<file path="src/shared/tcv_defines.vh">
`ifndef TCV_DEFINES_VH
`define TCV_DEFINES_VH

// Channel value byte offsets, high byte then low byte
`define TCV_CH0_HI 8'h27
`define TCV_CH0_LO 8'h28
`define TCV_CH1_HI 8'h2a
`define TCV_CH1_LO 8'h2b
`define TCV_CH2_HI 8'h2d
`define TCV_CH2_LO 8'h2e
`define TCV_CH3_HI 8'h30
`define TCV_CH3_LO 8'h31
`define TCV_CH4_HI 8'h33
`define TCV_CH4_LO 8'h34
`define TCV_CH5_HI 8'h36
`define TCV_CH5_LO 8'h37

// Channel control bytes sit at base plus channel number
`define TCV_CTRL_BASE 8'h40
`define TCV_CTRL_LAST 8'h45
// Interrupt status (write one to clear) and mask
`define TCV_IRQ_STAT 8'h46
`define TCV_IRQ_MASK 8'h47

// Channel control field positions
`define TCV_F_MAXDUTY 0
`define TCV_F_TOV 1
`define TCV_F_ELS_LO 2
`define TCV_F_ELS_HI 3
`define TCV_F_MODE_A 4
`define TCV_F_MODE_B 5
`define TCV_F_FLAG 7
`define TCV_CTRL_WMASK 6'h3f

// Edge and level select encodings
`define TCV_ELS_OFF 2'h0
`define TCV_ELS_TOGGLE 2'h1
`define TCV_ELS_CLEAR 2'h2
`define TCV_ELS_SET 2'h3

// Reset values
`define TCV_CTRL_RST 6'h00
`define TCV_IRQ_RST 6'h00
`define TCV_RDATA_RST 8'h00

`endif

</file>
<file path="src/tcv_edge.v">
`timescale 1ns/1ns
`include "tcv_defines.vh"
module tcv_edge (
  // Clock and control
  input wire i_clk,
  input wire i_rst,
  input wire i_ce,
  // Capture pin and edge select
  input wire i_pin,
  input wire [1:0] i_els,
  // One-cycle active edge
  output wire o_hit
);
  reg pin_prev_ff;

  // Remember last pin level for edge detection
  always @(posedge i_clk) begin
    if (i_rst) begin
      pin_prev_ff <= 1'b0;
    end else if (i_ce) begin
      pin_prev_ff <= i_pin;
    end
  end

  // Rising edge on select bit 0, falling edge on select bit 1
  assign o_hit = i_ce & ((i_els[0] & i_pin & ~pin_prev_ff) |
                         (i_els[1] & ~i_pin & pin_prev_ff));
endmodule

</file>
<file path="src/tcv_irq.v">
`timescale 1ns/1ns
`include "tcv_defines.vh"
module tcv_irq (
  // Clock and control
  input wire i_clk,
  input wire i_rst,
  input wire i_ce,
  // Channel events and software access
  input wire [5:0] i_set,
  input wire i_stat_wr,
  input wire i_mask_wr,
  input wire [5:0] i_wdata,
  // State and interrupt line
  output wire [5:0] o_status,
  output wire [5:0] o_mask,
  output wire o_irq
);
  reg [5:0] status_ff;
  reg [5:0] mask_ff;
  reg irq_ff;
  wire [5:0] nxt_status;

  // Set wins over a write-one clear in the same cycle
  assign nxt_status = (status_ff & ~(i_stat_wr ? i_wdata : 6'h00)) | i_set;

  // Sticky status, mask and registered level interrupt
  always @(posedge i_clk) begin
    if (i_rst) begin
      status_ff <= `TCV_IRQ_RST;
      mask_ff <= `TCV_IRQ_RST;
      irq_ff <= 1'b0;
    end else if (i_ce) begin
      status_ff <= nxt_status;
      if (i_mask_wr) begin
        mask_ff <= i_wdata;
      end
      irq_ff <= |(nxt_status & (i_mask_wr ? i_wdata : mask_ff));
    end
  end

  assign o_status = status_ff;
  assign o_mask = mask_ff;
  assign o_irq = irq_ff;
endmodule

</file>
<file path="src/tcv_top.v">
`timescale 1ns/1ns
`include "tcv_defines.vh"
// Overview of operation
// - With toggle-on-overflow clear, max duty forces full output duty.
// - Max duty set or cleared takes effect only in the next period.
// - Each channel has a 16-bit RW value: high byte 15..8, low 7..0.
// - Channel values have no reset and start undefined.
// - In capture mode a high byte read blocks captures until low is read.
// - Compare mode: high write holds off match and flag until low write.
// - The event flag sets on an active capture edge or a compare match.
// - With toggle-on-overflow an overflow toggles output, beating a match.
// - With an edge selected and mode select B clear, mode select A picks capture 0, compare 1; B set is compare.
module tcv_top (
  // Clock, reset and clock enable
  input wire i_clk,
  input wire i_rst,
  input wire i_ce,
  // Register port
  input wire [7:0] i_addr,
  input wire [7:0] i_wdata,
  input wire i_wr,
  input wire i_rd,
  output wire [7:0] o_rdata,
  // Timer counter
  input wire [15:0] i_count,
  input wire i_overflow,
  // Capture inputs
  input wire [5:0] i_cap_pin,
  // Channel outputs and events
  output wire [5:0] o_chan_out,
  output wire [5:0] o_channel_event_flag,
  output wire o_irq
);
  reg [7:0] val_hi_ff [0:5];
  reg [7:0] val_lo_ff [0:5];
  reg [5:0] ctrl_ff [0:5];
  reg [5:0] cap_lock_ff;
  reg [5:0] cmp_lock_ff;
  reg [5:0] max_eff_ff;
  reg [5:0] out_ff;
  reg [7:0] rdata_ff;
  reg [7:0] nxt_rdata;
  reg [5:0] wr_hi;
  reg [5:0] wr_lo;
  reg [5:0] rd_hi;
  reg [5:0] rd_lo;
  reg [5:0] wr_ctrl;
  reg [5:0] chan_en;
  reg [5:0] cap_mode;
  reg [5:0] cmp_mode;
  reg [5:0] cap_ev;
  reg [5:0] match;
  wire [5:0] edge_hit;
  wire [5:0] status;
  wire [5:0] mask;
  wire stat_wr;
  wire mask_wr;
  // Loop indices, one per process so that none has two writers
  integer cd;
  integer cm;
  integer cv;
  integer ck;
  integer cx;
  integer co;
  integer cr;

  // High byte offset of a channel
  function [7:0] hi_addr;
    input integer ch;
    begin
      case (ch)
        0: hi_addr = `TCV_CH0_HI;
        1: hi_addr = `TCV_CH1_HI;
        2: hi_addr = `TCV_CH2_HI;
        3: hi_addr = `TCV_CH3_HI;
        4: hi_addr = `TCV_CH4_HI;
        default: hi_addr = `TCV_CH5_HI;
      endcase
    end
  endfunction

  // Low byte offset of a channel
  function [7:0] lo_addr;
    input integer ch;
    begin
      case (ch)
        0: lo_addr = `TCV_CH0_LO;
        1: lo_addr = `TCV_CH1_LO;
        2: lo_addr = `TCV_CH2_LO;
        3: lo_addr = `TCV_CH3_LO;
        4: lo_addr = `TCV_CH4_LO;
        default: lo_addr = `TCV_CH5_LO;
      endcase
    end
  endfunction

  // Capture mode: both mode bits clear and an edge selected
  function is_capture;
    input [5:0] ctl;
    begin
      is_capture = ~ctl[`TCV_F_MODE_B] & ~ctl[`TCV_F_MODE_A] &
                   (ctl[`TCV_F_ELS_HI:`TCV_F_ELS_LO] != `TCV_ELS_OFF);
    end
  endfunction

  // Compare or pulse-width mode: a mode bit set and an action selected
  function is_compare;
    input [5:0] ctl;
    begin
      is_compare = (ctl[`TCV_F_MODE_B] | ctl[`TCV_F_MODE_A]) &
                   (ctl[`TCV_F_ELS_HI:`TCV_F_ELS_LO] != `TCV_ELS_OFF);
    end
  endfunction

  // Control byte offset of a channel
  function [7:0] ctrl_addr;
    input integer ch;
    begin
      ctrl_addr = `TCV_CTRL_BASE + ch[7:0];
    end
  endfunction

  // Capture edge detectors, one per channel
  genvar g;
  generate
    for (g = 0; g < 6; g = g + 1) begin : g_edge
      tcv_edge u_edge (
        .i_clk(i_clk),
        .i_rst(i_rst),
        .i_ce(i_ce),
        .i_pin(i_cap_pin[g]),
        .i_els(ctrl_ff[g][`TCV_F_ELS_HI:`TCV_F_ELS_LO]),
        .o_hit(edge_hit[g])
      );
    end
  endgenerate

  // Register strobe decode per channel
  always @* begin
    for (cd = 0; cd < 6; cd = cd + 1) begin
      wr_hi[cd] = i_wr & (i_addr == hi_addr(cd));
      wr_lo[cd] = i_wr & (i_addr == lo_addr(cd));
      rd_hi[cd] = i_rd & (i_addr == hi_addr(cd));
      rd_lo[cd] = i_rd & (i_addr == lo_addr(cd));
      wr_ctrl[cd] = i_wr & (i_addr == ctrl_addr(cd));
    end
  end

  assign stat_wr = i_wr & (i_addr == `TCV_IRQ_STAT);
  assign mask_wr = i_wr & (i_addr == `TCV_IRQ_MASK);

  // Channel mode decode, capture events and compare matches
  always @* begin
    for (cm = 0; cm < 6; cm = cm + 1) begin
      // Buffered mode on an even channel takes over the odd partner
      if (cm % 2 == 1) begin
        chan_en[cm] = ~ctrl_ff[cm - 1][`TCV_F_MODE_B];
      end else begin
        chan_en[cm] = 1'b1;
      end
      cap_mode[cm] = chan_en[cm] & is_capture(ctrl_ff[cm]);
      cmp_mode[cm] = chan_en[cm] & is_compare(ctrl_ff[cm]);
      cap_ev[cm] = cap_mode[cm] & edge_hit[cm] &
                   ~cap_lock_ff[cm];
      match[cm] = cmp_mode[cm] & ~cmp_lock_ff[cm] &
                  (i_count == {val_hi_ff[cm], val_lo_ff[cm]});
    end
  end

  // Channel value bytes, left without reset
  always @(posedge i_clk) begin
    if (i_ce) begin
      for (cv = 0; cv < 6; cv = cv + 1) begin
        if (cap_ev[cv]) begin
          // Capture wins over a same-cycle software write
          val_hi_ff[cv] <= i_count[15:8];
          val_lo_ff[cv] <= i_count[7:0];
        end else begin
          if (wr_hi[cv]) begin
            val_hi_ff[cv] <= i_wdata;
          end
          if (wr_lo[cv]) begin
            val_lo_ff[cv] <= i_wdata;
          end
        end
      end
    end
  end

  // Control bytes and byte interlocks
  always @(posedge i_clk) begin
    if (i_rst) begin
      cap_lock_ff <= 6'h00;
      cmp_lock_ff <= 6'h00;
      for (ck = 0; ck < 6; ck = ck + 1) begin
        ctrl_ff[ck] <= `TCV_CTRL_RST;
      end
    end else if (i_ce) begin
      for (ck = 0; ck < 6; ck = ck + 1) begin
        if (wr_ctrl[ck]) begin
          ctrl_ff[ck] <= i_wdata[5:0] & `TCV_CTRL_WMASK;
          // Only even channels own a buffered mode bit
          if (ck % 2 == 1) begin
            ctrl_ff[ck][`TCV_F_MODE_B] <= 1'b0;
          end
        end
        // Reading the high byte freezes captures until low is read
        if (rd_lo[ck]) begin
          cap_lock_ff[ck] <= 1'b0;
        end else if (rd_hi[ck] & cap_mode[ck]) begin
          cap_lock_ff[ck] <= 1'b1;
        end
        // Writing the high byte holds off matches until low is written
        if (wr_lo[ck]) begin
          cmp_lock_ff[ck] <= 1'b0;
        end else if (wr_hi[ck] & cmp_mode[ck]) begin
          cmp_lock_ff[ck] <= 1'b1;
        end
      end
    end
  end

  // Max duty is sampled only at the period boundary
  always @(posedge i_clk) begin
    if (i_rst) begin
      max_eff_ff <= 6'h00;
    end else if (i_ce && i_overflow) begin
      for (cx = 0; cx < 6; cx = cx + 1) begin
        max_eff_ff[cx] <= ctrl_ff[cx][`TCV_F_MAXDUTY] &
                          ~ctrl_ff[cx][`TCV_F_TOV];
      end
    end
  end

  // Channel output level
  always @(posedge i_clk) begin
    if (i_rst) begin
      out_ff <= 6'h00;
    end else if (i_ce) begin
      for (co = 0; co < 6; co = co + 1) begin
        if (ctrl_ff[co][`TCV_F_ELS_HI:`TCV_F_ELS_LO] == `TCV_ELS_OFF) begin
          // Preset level: mode select A set means start low
          out_ff[co] <= ~ctrl_ff[co][`TCV_F_MODE_A];
        end else if (cmp_mode[co]) begin
          if (max_eff_ff[co]) begin
            out_ff[co] <= 1'b1;
          end else if (ctrl_ff[co][`TCV_F_TOV] & i_overflow) begin
            out_ff[co] <= ~out_ff[co];
          end else if (match[co]) begin
            case (ctrl_ff[co][`TCV_F_ELS_HI:`TCV_F_ELS_LO])
              `TCV_ELS_TOGGLE: out_ff[co] <= ~out_ff[co];
              `TCV_ELS_CLEAR: out_ff[co] <= 1'b0;
              `TCV_ELS_SET: out_ff[co] <= 1'b1;
              default: out_ff[co] <= out_ff[co];
            endcase
          end
        end
      end
    end
  end

  // Sticky event flags and interrupt line
  tcv_irq u_irq (
    .i_clk(i_clk),
    .i_rst(i_rst),
    .i_ce(i_ce),
    .i_set(cap_ev | match),
    .i_stat_wr(stat_wr),
    .i_mask_wr(mask_wr),
    .i_wdata(i_wdata[5:0]),
    .o_status(status),
    .o_mask(mask),
    .o_irq(o_irq)
  );

  // Read data mux; unmapped addresses read zero
  always @* begin
    nxt_rdata = `TCV_RDATA_RST;
    for (cr = 0; cr < 6; cr = cr + 1) begin
      if (i_addr == hi_addr(cr)) begin
        nxt_rdata = val_hi_ff[cr];
      end
      if (i_addr == lo_addr(cr)) begin
        nxt_rdata = val_lo_ff[cr];
      end
      if (i_addr == ctrl_addr(cr)) begin
        nxt_rdata = {status[cr], 1'b0, ctrl_ff[cr]};
      end
    end
    if (i_addr == `TCV_IRQ_STAT) begin
      nxt_rdata = {2'h0, status};
    end
    if (i_addr == `TCV_IRQ_MASK) begin
      nxt_rdata = {2'h0, mask};
    end
  end

  // Read data stands only in the cycle after the strobe
  always @(posedge i_clk) begin
    if (i_rst) begin
      rdata_ff <= `TCV_RDATA_RST;
    end else if (i_ce) begin
      rdata_ff <= i_rd ? nxt_rdata : `TCV_RDATA_RST;
    end
  end

  assign o_rdata = rdata_ff;
  assign o_chan_out = out_ff;
  assign o_channel_event_flag = status;
endmodule

</file>
<file path="config.mk">
export PLATFORM = sky130hd
export DESIGN_NAME = tcv_top
export DESIGN_NICKNAME = d
export VERILOG_FILES = /design/src/tcv_edge.v /design/src/tcv_irq.v /design/src/tcv_top.v
export VERILOG_INCLUDE_DIRS = /design/src /design/src/shared
export SDC_FILE = /design/constraint.sdc
export NUM_CORES = 1
export LEC_CHECK = 0
export BUFFER_PORTS_ARGS = -buffer_cell sky130_fd_sc_hd__buf_2
export CORE_UTILIZATION = 55
export CTS_CLUSTER_SIZE = 14
export DETAILED_ROUTE_END_ITERATION = 7
export PLACE_DENSITY_LB_ADDON = 0.05
export REMOVE_ABC_BUFFERS = 1
export SLEW_MARGIN = 20
export SYNTH_ARGS = -nofsm -noshare
export SYNTH_HDL_FRONTEND = slang
export SYNTH_SLANG_ARGS = --single-unit
export TNS_END_PERCENT = 30
</file>
<file path="constraint.sdc">
create_clock -name i_clk -period 3.6 [get_ports i_clk]
set_input_delay 0.36 -clock i_clk [delete_from_list [all_inputs] [get_ports i_clk]]
set_output_delay 0.36 -clock i_clk [all_outputs]
set_load 0.02 [all_outputs]
</file>
==> impl_metrics.env, run 1 <==
export IMPL_tightest_slew_ps=1070
export IMPL_hold_path_class="input pin to flop"
export IMPL_cts_hold_buf=0
export IMPL_synth_fa_ha_area_share_pct=1.35
export IMPL_r2r_start="val_lo_ff[2][5]"
export IMPL_drt_first_iter_violations=1236
export IMPL_cp_data_required_time_ps=3900
export IMPL_grt_pass1_vias=8839
export IMPL_cts_sinks=180
export IMPL_placed_cells=1386
export IMPL_grt_antenna_before_repair=1
export IMPL_cp_slowest_cell="nor4_1"
export IMPL_ant_nets=0
export IMPL_outcome="finished clean"
export IMPL_grt_max_degree=45
export IMPL_start_kind="flop"
export IMPL_path_clk_slew_ps=80
export IMPL_layout_drive_gt1_share_pct=21.9
export IMPL_globalplace_congestion=1.06
export IMPL_h_tree_depth=4
export IMPL_synth_warnings=0
export IMPL_critPathBufInv=0
export IMPL_synth_ff_latch_count=180
export IMPL_syn_instance_count=1090
export IMPL_rsz0062_at_grt="no"
export IMPL_hold_viol_final=0
export IMPL_met1_length_um=17100
export IMPL_cts_made_buffers=17
export IMPL_synth_edff_count=129
export IMPL_area_growth_pct=11.2
export IMPL_wl_per_cell_um=28.4
export IMPL_clockBufferDepth=2
export IMPL_ys_seq_area_share_pct=44.0
export IMPL_crit_arrival_ps=3230
export IMPL_die_w_um=144
export IMPL_start_util_pct=56.6
export IMPL_pin_count=65
export IMPL_worstHoldStart="i_cap_pin[4]"
export IMPL_synth_cell_type_count=72
export IMPL_p_per_area_nw_per_um2=380
export IMPL_synth_top_family_by_area="simple AND/OR/NAND/NOR gates"
export IMPL_leakagePower_nw=4.55
export IMPL_vias_per_cell=6.75
export IMPL_gr_total_overflow=0
export IMPL_path_class="flop to flop"
export IMPL_totalWireLength_um=40200
export IMPL_clockRootBuffer="clkbuf_16"
export IMPL_synthXorXnorAreaFrac_pct=7.56
export IMPL_maxSlewViolCount=0
export IMPL_cts_tree="built"
export IMPL_path_cells="xor2_1, nor4_1, nand4_1, or3_1, a311oi_1, mux2i_1, nor2_1"
export IMPL_yosys_area_top_type_share_pct=34.8
export IMPL_drv_cap=0
export IMPL_final_core_util_pct=62.9
export IMPL_drt_pass1_iterations=6
export IMPL_drc=0
export IMPL_synth_area_leaders="edfxtp_1 (35%), mux2_2 (10%), dfxtp_1 (9.2%)"
export IMPL_finalCritPeriodShare_pct=81.3
export IMPL_syn_area_um2=11100
export IMPL_synth_async_reset_ratio_pct=0
export IMPL_max_slew_margin_pct=28.0
export IMPL_synth_most_common_cell="edfxtp_1"
export IMPL_syn_avg_cell_area_um2=10.2
export IMPL_critical_path_peak_fanout=2
export IMPL_wl_met2_um=17200
export IMPL_gr_usage_all_layers_pct=40.1
export IMPL_die_area_um2=20800
export IMPL_setup_viol=0
export IMPL_synth_largest_area_cell="edfxtp_1"
export IMPL_design_area_um2=12400
export IMPL_n_fill_cell=1727
export IMPL_synth_common_cells="edfxtp_1 (129), mux2_2 (100), nand2_1 (75), xor2_1 (75), nor2_1 (69)"
export IMPL_via_count=9585
export IMPL_port_buffers=64
export IMPL_nets=1196
export IMPL_dpl_cell_area_um2=11800
export IMPL_skew_ps=18.4
export IMPL_max_freq_mhz=342
export IMPL_top_layer_used="met4"
export IMPL_synthMuxAreaShare_pct=13.0
export IMPL_end_kind="flop"
export IMPL_crit_start="val_lo_ff[2][5]"
export IMPL_yosys_area_share_simple_pct=16.4
export IMPL_crit_family="simple AND/OR/NAND/NOR gates"
export IMPL_fin_cells=1419
export IMPL_wl_met3_um=4860
export IMPL_grt_pass1_wl_um=58400
export IMPL_rows=51
export IMPL_synth_flop_cell="edfxtp_1"
export IMPL_cts_resized=0
export IMPL_peakVddDrop_v=0.000303
export IMPL_fp_coreArea_um2=19700
export IMPL_tns_ps=0
export IMPL_hpwl_um=29400
export IMPL_period_minus_slack_ps=2930
export IMPL_fp_dieH_um=144
export IMPL_insertion_delay_ps=450
export IMPL_critPathMaxStageDelay_ps=780
export IMPL_synth_compound_area_share_pct=14.4
export IMPL_holdWs_ps=174
export IMPL_cts_setup_buffers=0
flip-flops by register name (all words and copies together), names as in the netlist, 6 cells and up:
signal,count
g_edge.u_edge.pin_prev_ff,6
cap_lock_ff,6
ctrl_ff,33
o_rdata,8
o_chan_out,6
max_eff_ff,6
cmp_lock_ff,6
val_hi_ff,48
u_irq.o_status,6
val_lo_ff,48
u_irq.o_mask,6
through the flow:
| stage | total power, mW | setup slack (ps) |
|---|---|---|
| 2_1_floorplan | 2.60 | 677 |
| 3_3_place_gp | 2.88 | 578 |
| 3_5_place_dp | 2.88 | 557 |
| 4_1_cts | 4.69 | 822 |
| 5_1_grt | 4.82 | 451 |
| 6_report | 4.70 | 673 |
cell type report:
type	instances	area, um2	share of cell area [%]
multi-input cells	816	5860	47.4
repair buffers	106	636	5.14
clock buffers	18	429	3.47
clock inverters	14	141	1.14
diodes	1	2.50	0.0202
inverters	19	71.3	0.577
well taps	265	332	2.68
flip-flops and latches	180	4890	39.6
logic make-up (layout without fill, tap and decap cells):
kind of cell,Yosys count,in the layout
AO/OA/AOI/OAI,236,236
XOR/XNOR,96,96
adder cells (fa/ha/maj),12,12
buffers and inverters,94,157
flip-flops,180,180
multiplexers,132,132
other,0,1
AND/OR/NAND/NOR,340,340
cells in the final DEF (no fill, tap or decap), drive strengths merged, types with 5 or more instances in the layout:
| cell type | instances |
|---|---|
| mux2i | 32 |
| xor2 | 75 |
| o31ai | 6 |
| edfxtp | 129 |
| a221o | 6 |
| a22oi | 16 |
| buf | 106 |
| nor3b | 10 |
| nand3 | 26 |
| nand2b | 8 |
| mux2 | 100 |
| ha | 12 |
| nor4 | 25 |
| clkbuf | 18 |
| o22ai | 19 |
| a21oi | 42 |
| or3 | 9 |
| nand4 | 11 |
| o221ai | 7 |
| clkinv | 6 |
| nand3b | 7 |
| o21a | 5 |
| o21ai | 46 |
| xnor2 | 21 |
| inv | 25 |
| nor2b | 9 |
| nand2 | 76 |
| nand4b | 5 |
| a211oi | 18 |
| and3 | 15 |
| a221oi | 16 |
| dfxtp | 51 |
| and2 | 35 |
| a31oi | 21 |
| nor2 | 71 |
| nor3 | 21 |
report_power, final:
part,internal [mW],switching (mW),total [mW]
combinational,0.185,0.346,0.531
clock,0.922,0.919,1.84
sequential,2.26,0.0625,2.33
total,3.37,1.33,4.70
path summary, 6_finish.rpt:
check             cells after the start  slack [ps]                      endpoint
setup / recovery                      7         670                 o_chan_out[2]
hold / removal                        3         170  g_edge[4].u_edge.pin_prev_ff
setup reg to reg                      7         670                 o_chan_out[2]
hold reg to reg                       2         490                 max_eff_ff[2]
metal layers:
layer	GRT usage, %	vias to the layer above
met5	0	-
met2	59.2	658
met1	58.6	4648
li1	-	4189
met4	12.0	0
met3	8.64	90
worst reg2reg max path, stage by stage, from the launching register on:
cell,delay [ps]
edfxtp_1,500
xor2_1,200
nor4_1,780
nand4_1,240
or3_1,410
a311oi_1,360
mux2i_1,240
nor2_1,60
(Power assumes the default switching activity.)
==> run 2, diff against run 1 <==
==> constraint.sdc (replaced) <==
create_clock -name i_clk -period 2.95 [get_ports i_clk]
set_input_delay 0.295 -clock i_clk [delete_from_list [all_inputs] [get_ports i_clk]]
set_output_delay 0.295 -clock i_clk [all_outputs]
set_load 0.02 [all_outputs]
==> run 2 against run 1 <==
Against the previous run: critical path depth down 1; die area unchanged; sequential power up 21%; clock skew down 4.3 ps; clock power up 21%; worst hold slack worse by 62 ps; routed wire length up 1.8%; worst setup slack worse by 450 ps; non-clock buffer count up 42; first-iteration DRC count down 8.1%; largest power group unchanged.
==> impl_metrics.env, run 2 (same netlist as run 1, synthesis figures left out) <==
export IMPL_outcome="finished clean"
export IMPL_crit_arrival_ps=2930
export IMPL_path_clk_slew_ps=80
export IMPL_fin_cells=1460
export IMPL_total_power_mw=5.74
export IMPL_cts_setup_buffers=0
export IMPL_crit_start="ctrl_ff[1][2]"
export IMPL_critPathBufInv=1
export IMPL_skew_ps=14.1
export IMPL_drc=0
export IMPL_finalCritPeriodShare_pct=92.5
export IMPL_ff_latch_area_um2=4890
export IMPL_path_class="flop to flop"
export IMPL_rr_worst_depth=6
export IMPL_period_minus_slack_ps=2730
export IMPL_rows=51
export IMPL_vias_per_cell=6.72
export IMPL_fp_coreArea_um2=19700
export IMPL_fp_dieH_um=144
export IMPL_r2r_start="ctrl_ff[1][2]"
export IMPL_drv_cap=0
export IMPL_cts_sinks=180
export IMPL_cts_hold_buf=0
export IMPL_peakVddDrop_v=0.000486
export IMPL_antenna_cells=0
export IMPL_grt_pass1_wl_um=59100
export IMPL_drt_pass1_iterations=6
export IMPL_h_tree_depth=4
export IMPL_hpwl_um=30700
export IMPL_hold_viol_final=0
export IMPL_clockRootBuffer="clkbuf_16"
export IMPL_r2r_end="val_hi_ff[1][6]"
export IMPL_cp_slowest_cell="nand2_1"
export IMPL_start_util_pct=56.6
export IMPL_tns_ps=0
export IMPL_globalplace_congestion=1.01
export IMPL_clockBufferDepth=2
export IMPL_final_common_cell="edfxtp_1"
export IMPL_tightest_slew_ps=839
export IMPL_gr_total_overflow=0
export IMPL_hold_path_class="input pin to flop"
export IMPL_port_buffers=64
export IMPL_cp_data_required_time_ps=3150
export IMPL_die_w_um=144
export IMPL_placed_cells=1428
export IMPL_cp_endpoint="val_hi_ff[1][6]"
export IMPL_leakagePower_nw=4.76
export IMPL_grt_pass1_vias=9024
export IMPL_crit_family="simple AND/OR/NAND/NOR gates"
export IMPL_r2r_slack_ps=220
export IMPL_max_freq_mhz=366
export IMPL_max_slew_margin_pct=43.7
export IMPL_cts_tree="built"
export IMPL_maxSlewViolCount=0
export IMPL_grt_max_degree=35
export IMPL_insertion_delay_ps=450
export IMPL_critical_path_peak_fanout=8
export IMPL_critPathMaxStageDelay_ps=520
export IMPL_die_area_um2=20800
export IMPL_pre_cts_slack_ps=202
export IMPL_ant_nets=0
export IMPL_grt_antenna_before_repair=1
export IMPL_worst_slack_ps=221
export IMPL_crit_cells=6
export IMPL_multi_input_area_um2=5860
export IMPL_cts_resized=0
export IMPL_area_growth_pct=14.2
export IMPL_setup_viol=0
export IMPL_totalWireLength_um=41000
export IMPL_layout_drive_gt1_share_pct=24.7
export IMPL_pin_count=65
export IMPL_path_cells="inv_1, ha_1, nor3_1, nand4b_1, nand2_1, mux2_2"
export IMPL_wl_per_cell_um=28.1
export IMPL_n_fill_cell=1698
export IMPL_rsz0062_at_grt="no"
export IMPL_gr_usage_all_layers_pct=40.8
export IMPL_final_cell_mix="edfxtp_1 (129), mux2_2 (100), buf_4 (82)"
export IMPL_p_per_area_nw_per_um2=452
export IMPL_via_count=9807
export IMPL_reg_top3="val_hi_ff: 48 flops, val_lo_ff: 48 flops, ctrl_ff: 33 flops"
export IMPL_start_kind="flop"
export IMPL_final_core_util_pct=64.6
export IMPL_cts_made_buffers=17
export IMPL_drt_first_iter_violations=1136
export IMPL_nets=1238
export IMPL_end_kind="flop"
==> run 2: cell types whose count changed in the layout (fill, tap and decap cells not counted) <==
cell,delta
diode_2,-1
o21ai_0,-2
clkinv_1,+1
clkbuf_1,-1
o21ai_1,+2
clkinv_8,-1
buf_4,+40
clkinv_4,+1
buf_12,+2
==> run 2: worst min-delay path by stage <==
stage | endpoint | from | cells after the start
2_1_floorplan | o_rdata[0] | i_rst | 1
3_3_place_gp | cmp_lock_ff[0] | cmp_lock_ff[0] | 1
3_5_place_dp | max_eff_ff[1] | max_eff_ff[1] | 2
4_1_cts | g_edge[5].u_edge.pin_prev_ff | i_cap_pin[5] | 3
5_1_grt | g_edge[5].u_edge.pin_prev_ff | i_cap_pin[5] | 3
6_report | g_edge[5].u_edge.pin_prev_ff | i_cap_pin[5] | 3
==> run 2: metrics by stage <==
step | hold WS [ps] | area [um2]
6_report | 111 | 12700
5_1_grt | 109 | 12700
4_1_cts | 97.5 | 12700
3_5_place_dp | 483 | 12100
3_3_place_gp | 479 | 12100
2_1_floorplan | 367 | 10800
==> run 2: layer usage <==
layer,part of all wire (%),routed length [um],GRT usage (%)
met2,42,17300,59.3
met3,13,5320,10.6
met4,3.0,1230,14.5
met5,0,0,0
met1,42,17100,58.2
==> run 2: area by class of cell <==
type | count | share of cell area, %
clock buffers | 17 | 3.35
clock inverters | 15 | 1.08
inverters | 19 | 0.562
multi-input cells | 816 | 46.2
flip-flops and latches | 180 | 38.5
well taps | 265 | 2.61
repair buffers | 148 | 7.69
==> run 2: worst reg2reg max path, delay by kind of cell (launching register included) <==
family                     cells  cell delay (ps)
adders and majority gates      1              280
and+or+nand+nor                3             1240
muxes                          1              390
buffers and inverters          1               90
DFF                            1              490
==> run 2: report_power, final <==
| part | internal [mW] | total (mW) | leakage (nW) | switching [mW] |
|---|---|---|---|---|
| logic | 0.252 | 0.689 | 2.90 | 0.437 |
| clock network | 1.11 | 2.22 | 0.272 | 1.11 |
| registers | 2.76 | 2.83 | 1.59 | 0.0718 |
| total | 4.13 | 5.74 | 4.76 | 1.62 |
